==> src/tap_regs.svh <==
`ifndef TAP_REGS_SVH
`define TAP_REGS_SVH

// ==========================================================================
// Register map (byte addresses on the AHB-Lite slave)
`define OFS_CTRL          8'h00
`define OFS_FLAGS         8'h04
`define OFS_TAPSTAT       8'h08
`define CTRL_CARD_BIT     0
`define CTRL_HOST_BIT     1
`define CTRL_RESET        2'h0
`define FLAGS_RESET       6'h00

// ==========================================================================
// Instruction register
`define IR_LEN            8
`define IR_CAPTURE_LOW    2'h1
`define OP_EXTEST         8'h00
`define OP_SAMPLE         8'h01
`define OP_IDCODE         8'h09
`define OP_BYPASS         8'hFF

// ==========================================================================
// Data registers
`define BSR_LEN           109
`define ID_LEN            32
`define ID_VERSION        4'h2
`define ID_FAMILY         6'h15
`define ID_ARRAY          7'h2A
`define ID_MAKER          11'h2B5

`endif

==> src/tap_pkg.sv <==
package tap_pkg;

  // ========================================================================
  // Three JTAG drive lines of one source
  typedef struct packed {
    logic tck;
    logic tms;
    logic tdi;
  } jtag_t;

  // ========================================================================
  // Standard sixteen-state controller
  typedef enum logic [3:0] {
    TLR, RTI, SEL_DR, CAP_DR, SH_DR, EX1_DR, PAU_DR, EX2_DR, UPD_DR,
    SEL_IR, CAP_IR, SH_IR, EX1_IR, PAU_IR, EX2_IR, UPD_IR
  } tap_state_t;

  typedef enum logic [1:0] {
    INS_BYPASS, INS_SAMPLE, INS_EXTEST, INS_IDCODE
  } instr_t;

endpackage : tap_pkg

==> src/chain_test_access_port.sv <==
`include "tap_regs.svh"

module chain_test_access_port #(
  parameter int         BS_LEN     = `BSR_LEN,
  parameter logic [3:0]  ID_VERSION = `ID_VERSION,   // Arbitrary value
  parameter logic [5:0]  ID_FAMILY  = `ID_FAMILY,    // Arbitrary value
  parameter logic [6:0]  ID_ARRAY   = `ID_ARRAY,     // Arbitrary value
  parameter logic [10:0] ID_MAKER   = `ID_MAKER      // Arbitrary value
) (
  input  wire  logic                 mclk,
  input  wire  logic                 rst_n,
  // AHB-Lite slave
  input  wire  logic                 hsel,
  input  wire  logic [7:0]           haddr,
  input  wire  logic [1:0]           htrans,
  input  wire  logic                 hwrite,
  input  wire  logic [2:0]           hsize,
  input  wire  logic [31:0]          hwdata,
  input  wire  logic                 hready,
  output logic [31:0]                hrdata,
  output logic                       hreadyout,
  output logic                       hresp,
  // Test port pins
  input  wire  logic                 test_port_clock,
  input  wire  logic                 test_port_mode_select,
  input  wire  logic                 test_port_data_in,
  output logic                       test_port_data_out,
  // Other configuration sources, same clock domain
  input  wire  tap_pkg::jtag_t       card_jtag,
  input  wire  tap_pkg::jtag_t       host_jtag,
  // Configuration chain port
  output tap_pkg::jtag_t             config_chain_jtag_port,
  input  wire  logic                 config_chain_tdo,
  // Boundary-scan cells
  input  wire  logic [BS_LEN-1:0]    bs_pin_capture,
  output logic [BS_LEN-1:0]          bs_pin_drive,
  output logic                       bs_extest
);

  // ========================================================================
  // Elaboration checks
  // Shift paths need a head and a tail bit; the identity fields must fill one word
  generate
    if (BS_LEN < 2) begin : g_bad_len
      $error("boundary-scan length must be at least 2");
    end
    if ($bits(ID_VERSION) + $bits(ID_FAMILY) + $bits(ID_ARRAY) + $bits(ID_MAKER) + 4
        != `ID_LEN) begin : g_bad_id
      $error("identification fields do not fill one word");
    end
    if (`IR_LEN < 2) begin : g_bad_ir
      $error("instruction register must hold the two fixed capture bits");
    end
  endgenerate

  // ========================================================================
  // Pin synchronisers
  logic [1:0] tck_sync_ff;
  logic [1:0] tms_sync_ff;
  logic [1:0] tdi_sync_ff;
  logic [1:0] ctdo_sync_ff;
  logic       tck_prev_ff;

  always_ff @(posedge mclk or negedge rst_n) begin
    if (!rst_n) begin
      tck_sync_ff  <= 2'h0;
      tms_sync_ff  <= 2'h3;
      tdi_sync_ff  <= 2'h0;
      ctdo_sync_ff <= 2'h0;
      tck_prev_ff  <= 1'b0;
    end else begin
      tck_sync_ff  <= {tck_sync_ff[0], test_port_clock};
      tms_sync_ff  <= {tms_sync_ff[0], test_port_mode_select};
      tdi_sync_ff  <= {tdi_sync_ff[0], test_port_data_in};
      ctdo_sync_ff <= {ctdo_sync_ff[0], config_chain_tdo};
      tck_prev_ff  <= tck_sync_ff[1];
    end
  end

  // A stopped test clock simply yields no edges; the TAP holds its state.
  // The edge detector rests at the pin's idle low level, so reset makes no false edge
  wire tck_s    = tck_sync_ff[1];
  wire tms_s    = tms_sync_ff[1];
  wire tdi_s    = tdi_sync_ff[1];
  wire tck_rise = tck_s & ~tck_prev_ff;
  wire tck_fall = ~tck_s & tck_prev_ff;

  // ========================================================================
  // TAP controller
  tap_pkg::tap_state_t state_ff;
  tap_pkg::tap_state_t nxt_state;

  always_comb begin
    nxt_state = state_ff;
    case (state_ff)
      tap_pkg::TLR:    nxt_state = tms_s ? tap_pkg::TLR    : tap_pkg::RTI;
      tap_pkg::RTI:    nxt_state = tms_s ? tap_pkg::SEL_DR : tap_pkg::RTI;
      tap_pkg::SEL_DR: nxt_state = tms_s ? tap_pkg::SEL_IR : tap_pkg::CAP_DR;
      tap_pkg::CAP_DR: nxt_state = tms_s ? tap_pkg::EX1_DR : tap_pkg::SH_DR;
      tap_pkg::SH_DR:  nxt_state = tms_s ? tap_pkg::EX1_DR : tap_pkg::SH_DR;
      tap_pkg::EX1_DR: nxt_state = tms_s ? tap_pkg::UPD_DR : tap_pkg::PAU_DR;
      tap_pkg::PAU_DR: nxt_state = tms_s ? tap_pkg::EX2_DR : tap_pkg::PAU_DR;
      tap_pkg::EX2_DR: nxt_state = tms_s ? tap_pkg::UPD_DR : tap_pkg::SH_DR;
      tap_pkg::UPD_DR: nxt_state = tms_s ? tap_pkg::SEL_DR : tap_pkg::RTI;
      tap_pkg::SEL_IR: nxt_state = tms_s ? tap_pkg::TLR    : tap_pkg::CAP_IR;
      tap_pkg::CAP_IR: nxt_state = tms_s ? tap_pkg::EX1_IR : tap_pkg::SH_IR;
      tap_pkg::SH_IR:  nxt_state = tms_s ? tap_pkg::EX1_IR : tap_pkg::SH_IR;
      tap_pkg::EX1_IR: nxt_state = tms_s ? tap_pkg::UPD_IR : tap_pkg::PAU_IR;
      tap_pkg::PAU_IR: nxt_state = tms_s ? tap_pkg::EX2_IR : tap_pkg::PAU_IR;
      tap_pkg::EX2_IR: nxt_state = tms_s ? tap_pkg::UPD_IR : tap_pkg::SH_IR;
      tap_pkg::UPD_IR: nxt_state = tms_s ? tap_pkg::SEL_DR : tap_pkg::RTI;
      default:         nxt_state = tap_pkg::TLR;
    endcase
  end

  always_ff @(posedge mclk or negedge rst_n) begin
    if (!rst_n) begin
      state_ff <= tap_pkg::TLR;
    end else if (tck_rise) begin
      state_ff <= nxt_state;
    end
  end

  // ========================================================================
  // Instruction decode
  function automatic tap_pkg::instr_t decode(input logic [`IR_LEN-1:0] op);
    case (op)
      `OP_EXTEST: decode = tap_pkg::INS_EXTEST;
      `OP_SAMPLE: decode = tap_pkg::INS_SAMPLE;
      `OP_IDCODE: decode = tap_pkg::INS_IDCODE;
      `OP_BYPASS: decode = tap_pkg::INS_BYPASS;
      default:    decode = tap_pkg::INS_BYPASS;
    endcase
  endfunction : decode

  // ========================================================================
  // Register bus
  logic [1:0]  ctrl_ff;
  logic [5:0]  flags_ff;
  logic [7:0]  waddr_ff;
  logic        wpend_ff;
  logic [31:0] hrdata_ff;

  wire        addr_take = hsel & htrans[1] & hready;
  wire        word_ok   = (hsize == 3'h2) & (haddr[1:0] == 2'h0);
  wire        card_owns = ctrl_ff[`CTRL_CARD_BIT];
  wire        host_owns = ctrl_ff[`CTRL_HOST_BIT];
  wire        test_owns = ~card_owns & ~host_owns;

  logic [`IR_LEN-1:0] ir_ff;
  logic [`IR_LEN-1:0] ir_shift_ff;

  wire [31:0] rd_mux =
    (haddr == `OFS_CTRL)    ? {30'h0, ctrl_ff} :
    (haddr == `OFS_FLAGS)   ? {26'h0, flags_ff} :
    (haddr == `OFS_TAPSTAT) ? {19'h0, test_owns, ir_ff, 4'(state_ff)} :
    32'h0;

  // Read data is taken in the address phase, so the slave never inserts a wait
  always_ff @(posedge mclk or negedge rst_n) begin
    if (!rst_n) begin
      waddr_ff  <= 8'h00;
      wpend_ff  <= 1'b0;
      hrdata_ff <= 32'h0;
    end else begin
      wpend_ff <= addr_take & hwrite & word_ok;
      if (addr_take) begin
        waddr_ff <= haddr;
      end
      if (addr_take & ~hwrite) begin
        hrdata_ff <= rd_mux;
      end
    end
  end

  // Writes land at the end of the data phase, when hwdata stands
  always_ff @(posedge mclk or negedge rst_n) begin
    if (!rst_n) begin
      ctrl_ff  <= `CTRL_RESET;
      flags_ff <= `FLAGS_RESET;
    end else if (wpend_ff) begin
      if (waddr_ff == `OFS_CTRL) begin
        ctrl_ff <= hwdata[1:0];
      end
      if (waddr_ff == `OFS_FLAGS) begin
        flags_ff <= hwdata[5:0];
      end
    end
  end

  assign hrdata    = hrdata_ff;
  assign hreadyout = 1'b1;
  assign hresp     = 1'b0;

  // ========================================================================
  // Instruction register
  wire [`IR_LEN-1:0] ir_capture = {flags_ff, `IR_CAPTURE_LOW};

  // Instruction that holds after the coming test clock rise
  wire [`IR_LEN-1:0] nxt_ir =
    (state_ff == tap_pkg::TLR)    ? `OP_IDCODE :
    (state_ff == tap_pkg::UPD_IR) ? ir_shift_ff :
    ir_ff;

  always_ff @(posedge mclk or negedge rst_n) begin
    if (!rst_n) begin
      ir_ff       <= `OP_IDCODE;
      ir_shift_ff <= `IR_LEN'h0;
    end else if (tck_rise) begin
      ir_ff <= nxt_ir;
      case (state_ff)
        tap_pkg::CAP_IR: ir_shift_ff <= ir_capture;
        tap_pkg::SH_IR:  ir_shift_ff <= {tdi_s, ir_shift_ff[`IR_LEN-1:1]};
        default:         ir_shift_ff <= ir_shift_ff;
      endcase
    end
  end

  wire tap_pkg::instr_t ins = decode(ir_ff);

  // ========================================================================
  // Data registers
  logic [BS_LEN-1:0]  bsr_ff;
  logic [BS_LEN-1:0]  bs_upd_ff;
  logic [`ID_LEN-1:0] id_ff;
  logic               byp_ff;
  logic               extest_ff;

  // Family and size fill only 13 of the 16 part-number bits; the spare top bits read zero
  wire [`ID_LEN-1:0] id_value = {ID_VERSION, 3'h0, ID_FAMILY, ID_ARRAY, ID_MAKER, 1'b1};
  wire sel_bsr = (ins == tap_pkg::INS_EXTEST) | (ins == tap_pkg::INS_SAMPLE);
  wire sel_id  = (ins == tap_pkg::INS_IDCODE);
  // Decoded from the incoming instruction so the pins switch at Update-IR,
  // even when the tester stops the clock right after it
  wire ext_next = (nxt_state != tap_pkg::TLR) & (decode(nxt_ir) == tap_pkg::INS_EXTEST);

  always_ff @(posedge mclk or negedge rst_n) begin
    if (!rst_n) begin
      bsr_ff <= '0;
      id_ff  <= `ID_LEN'h0;
      byp_ff <= 1'b0;
    end else if (tck_rise) begin
      case (state_ff)
        tap_pkg::CAP_DR: begin
          bsr_ff <= sel_bsr ? bs_pin_capture : bsr_ff;
          id_ff  <= id_value;
          byp_ff <= 1'b0;
        end
        tap_pkg::SH_DR: begin
          if (sel_bsr) begin
            bsr_ff <= {tdi_s, bsr_ff[BS_LEN-1:1]};
          end
          if (sel_id) begin
            id_ff <= {tdi_s, id_ff[`ID_LEN-1:1]};
          end
          byp_ff <= tdi_s;
        end
        tap_pkg::UPD_DR: byp_ff <= 1'b0;
        default:         byp_ff <= byp_ff;
      endcase
    end
  end

  // Preload and extest both update the drive latch; pins follow it only in extest
  always_ff @(posedge mclk or negedge rst_n) begin
    if (!rst_n) begin
      bs_upd_ff <= '0;
      extest_ff <= 1'b0;
    end else if (tck_rise) begin
      extest_ff <= ext_next;
      if (state_ff == tap_pkg::UPD_DR && sel_bsr) begin
        bs_upd_ff <= bsr_ff;
      end
    end
  end

  assign bs_pin_drive = bs_upd_ff;
  assign bs_extest    = extest_ff;

  // ========================================================================
  // Serial output, changed on falling test clock
  wire in_sh_ir = (state_ff == tap_pkg::SH_IR);
  wire dr_bit   = sel_bsr ? bsr_ff[0] : sel_id ? id_ff[0] : byp_ff;
  wire own_bit  = in_sh_ir ? ir_shift_ff[0] : dr_bit;

  logic own_tdo_ff;

  // Outside the shift states the bit is a don't-care, so it is not gated
  always_ff @(posedge mclk or negedge rst_n) begin
    if (!rst_n) begin
      own_tdo_ff <= 1'b0;
    end else if (tck_fall) begin
      own_tdo_ff <= own_bit;
    end
  end

  // ========================================================================
  // Configuration chain multiplexer
  tap_pkg::jtag_t chain_ff;
  logic           tdo_ff;

  // Own TAP sits first in the chain; chain return feeds the test port.
  wire tap_pkg::jtag_t test_src = '{tck: tck_s, tms: tms_s, tdi: own_tdo_ff};
  // Card wins when software hands the chain to both sources
  wire tap_pkg::jtag_t chain_sel =
    card_owns ? card_jtag : host_owns ? host_jtag : test_src;

  always_ff @(posedge mclk or negedge rst_n) begin
    if (!rst_n) begin
      chain_ff <= '{tck: 1'b0, tms: 1'b1, tdi: 1'b0};
      tdo_ff   <= 1'b0;
    end else begin
      chain_ff <= chain_sel;
      tdo_ff   <= test_owns ? ctdo_sync_ff[1] : own_tdo_ff;
    end
  end

  // The chain clock lags the test pin by three system clocks (synchroniser and chain register), same frequency
  // The tester sees the whole chain only while the test port owns it
  assign config_chain_jtag_port = chain_ff;
  assign test_port_data_out     = tdo_ff;

endmodule : chain_test_access_port

==> config.mk <==
export PLATFORM = sky130hd
export DESIGN_NAME = chain_test_access_port
export DESIGN_NICKNAME = d
export VERILOG_FILES = /design/src/tap_pkg.sv /design/src/chain_test_access_port.sv
export VERILOG_INCLUDE_DIRS = /design/src /design/src/src
export SDC_FILE = /design/constraint.sdc
export NUM_CORES = 1
export LEC_CHECK = 0
export BUFFER_PORTS_ARGS = -buffer_cell sky130_fd_sc_hd__buf_4
export CORE_ASPECT_RATIO = 1.4
export CORE_MARGIN = 2
export CORE_UTILIZATION = 54
export DETAILED_ROUTE_END_ITERATION = 12
export GPL_ROUTABILITY_DRIVEN = 0
export PLACE_DENSITY = 0.84
export SKIP_CTS_REPAIR_TIMING = 1
export SYNTH_ARGS = -nofsm -noshare
export SYNTH_HDL_FRONTEND = slang
export SYNTH_SLANG_ARGS = --single-unit
==> constraint.sdc <==
create_clock -name mclk -period 3.3 [get_ports mclk]
set_input_delay 0.495 -clock mclk [delete_from_list [all_inputs] [get_ports mclk]]
set_output_delay 0.495 -clock mclk [all_outputs]
set_load 0.02 [all_outputs]
==> results.ini <==
[global_route]
number_of_antenna_violations_at_the_first_check_in_global_routing = 0
first_pass_grt_wire_length_um = 48800
gr-usage-met1_pct = 27.4
grt_max_degree = 97
grt_pass1_vias = 9548
globalRouteMet3Util_pct = 6.71
grt_usage_pct = 23.5
overflow = 0
global_route.peak_usage_layer = met2
grt_use_met2_pct = 39.9

[worst_hold_path]
hold_path_startpoint = config_chain_tdo
worst_hold_path.endpoint = ctdo_sync_ff[0]
holdPathStages = 1
hold_path.class = in -> reg

[power]
ir_drop_uv = 824
power_frac_comb_pct = 33.3
clock_power_share_pct = 22.5
intPower_uw = 9750
p_leak_uw = 0.00798
netSwitchingPower_uw = 5160
pwr_density_cell_nw_per_um2 = 901
share_of_total_power_in_sequential_cells_pct = 44.3
sw_share_pct = 34.6

[floorplan]
die_width_um = 137
die_area_um2 = 26000
rows = 68
coreArea_um2 = 24500
die_height_um = 190
io-pin-count = 317
floorplan.initialDensity_pct = 54.5

[synth]
postSynth.topFlopCell = dfrtp_1
synth-xor-area-share_pct = 0.197
yosys.cell_count.top_type = dfrtp_1
synth_seq_area_share_pct = 59.3
post_synth_and_or_nand_nor_area_fraction_pct = 6.61
synth_edf_count = 0
synth_top_cell_by_area = dfrtp_1
syn-cell-area_um2 = 13300
synth_area_per_cell_um2 = 12.2
async_flop_share_pct = 100
yosys-top-cells-area = dfrtp_1, mux2_2, mux2i_1
synth_compound_gate_area_share_pct = 10.1
synth.yosys.warnings = 0
yosys_register_bits = 316
yosys_top_cell_area_share_pct = 58.3
mux_cell_area_share_after_synthesis_pct = 19.9
synth.top_cells.by_count = dfrtp_1, nand2_1, o21ai_0
post_synth_inst_count = 1095
post_synth_fa_ha_maj_area_fraction_pct = 0.0938
distinct_cell_type_count_of_the_synthesized_netlist = 59
main_combinational_cell_family_by_area_after_synthesis = multiplexers

[clock_network]
cts.clk_slew.worst_paths_ns = 0.07
cts-buffers-inserted = 29
cts_tree = done
insertion_delay_ns = 0.55
cts_sinks = 316
h-tree-depth = 1
clk_path_buf_depth = 3
clock-root-buffer = clkbuf_16

[route]
mean_number_of_vias_per_cell = 5.51
total_wirelength_of_the_detailed_routed_design_um = 30400
antenna_left = 0
wire_per_inst_um = 18.2
pre_repair_dr_iteration_count = 6
vias = 9223
post-route-drc-count = 0
drt_first_iter_violations = 455

[place]
placed_wire_length_estimate_um = 21000
place.detailed.instances = 1621
port-buffer-count = 268

[sta]
report.final.hold_viol_count = 0
max_slew.worst_pin.slew_ns = 1.25
fmax_mhz = 366
fin_crit_ns = 2.73
finalSetupTns_ns = 0
setup_viol_count_final = 0
timing.max_slew.rel_slack_pct = 16.2
final_worst_path_period_share_pct = 82.8
setup_repair_after_global_routing_missed_its_margin = no
timing.clock.skew_ns = 0.0210
max_slew_violations = 0

[worst_setup_path]
worstSetupStartpointType = register
setup.worst_path.end_class = register
worstReg2RegStart = state_ff[0]
worst_r2r_endpoint = id_ff[22]
cp.required_ns = 3.76
arrival_ns = 3.20
reg2reg_depth = 4
timing.setup.critical_path_class = reg -> reg
regToRegSetupSlack_ns = 0.57
crit_fanout = 28

[final_layout]
number_of_diodes_added_for_antenna_fixing = 0
instances_no_fill = 1675
drive_above_1_share_pct = 34.7
nets = 1508
synthToLayoutAreaGrowth_pct = 24.1

[outcome]
run_status = finished, final reports clean

[flow_run]
max_cap_violations = 0

[cells by family after synthesis]
kind of cell | count (synthesis)
DFF | 316
buffers and inverters | 103
xor gates and xnor gates | 3
muxes | 249
adders and majority gates | 1
other | 2
AOI/OAI and AO/OA | 222
and+or+nand+nor | 199
[sequential cells by signal, summed over array words and instances, names as in the netlist, 4 cells and up]
name          count
bs_pin_drive    109
bsr_ff          109
id_ff            32
hrdata           13
ir_ff             8
ir_shift_ff       8
waddr_ff          8
flags_ff          6
state_ff          4
[worst max-delay path: stages (launching register included)]
cell     delay [ns]
dfrtp_1        0.86
nor2_1         0.24
and3_1         0.30
o21ai_1        0.96
a22o_1         0.29
[how the worst max path moves through the flow]
| stage | to | slack [ns] | startpoint |
|---|---|---|---|
| floorplan | bs_pin_drive[100] | 0.94 | ir_ff[4] |
| global placement | id_ff[27] | 0.71 | state_ff[0] |
| detailed placement | id_ff[22] | 0.64 | state_ff[0] |
| CTS | id_ff[22] | 0.62 | state_ff[0] |
| global route | id_ff[28] | 0.29 | state_ff[0] |
| finish | id_ff[22] | 0.57 | state_ff[0] |
[metrics by stage]
step                      utilization (%)  hold WS [ns]  cell area [um2]  power [uW]  worst slack [ns]
after detailed placement             63.6         0.339            15600       11600             0.642
after floorplan                         -         0.199            13400        9600             0.941
final                                67.6        0.0572            16600       14900             0.569
after global placement               63.6         0.333            15600       11400             0.714
after global routing                 67.6        0.0273            16600       15800             0.291
after CTS                            67.5       -0.0202            16500       15000             0.617
[final cells by class]
class,instances,area (um2)
clock buffer,47,903
clock inverter,6,62.6
fill,1818,7950
inverter,7,26.3
multi-input combinational,695,5010
sequential,316,7910
tap,315,394
timing repair buffer,289,2240
[power by group through the flow]
stage,clock network [uW],logic [uW],registers (uW)
after floorplan,0,2640,6950
after global placement,0,4820,6550
after detailed placement,0,4990,6650
after CTS,3420,5020,6600
after global routing,3570,5430,6820
final,3350,4960,6600
[cells in the final DEF (no fill, tap or decap), types with 21 or more instances in the layout]
cell type	synthesis	routed
mux2i_1	122	122
dfrtp_1	311	311
nand2_1	134	134
nor2_1	24	24
mux2_2	127	127
clkbuf_16	0	29
buf_4	21	282
conb_1	2	21
a22o_1	25	25
o21ai_0	129	129
[layer usage]
| layer | share of wire [%] | up-vias |
|---|---|---|
| met2 | 51 | 291 |
| met1 | 37 | 4534 |
| li1 | - | 4309 |
| met5 | 0 | - |
| met3 | 7.7 | 89 |
| met4 | 4.8 | 0 |
(Power assumes the default switching activity.)
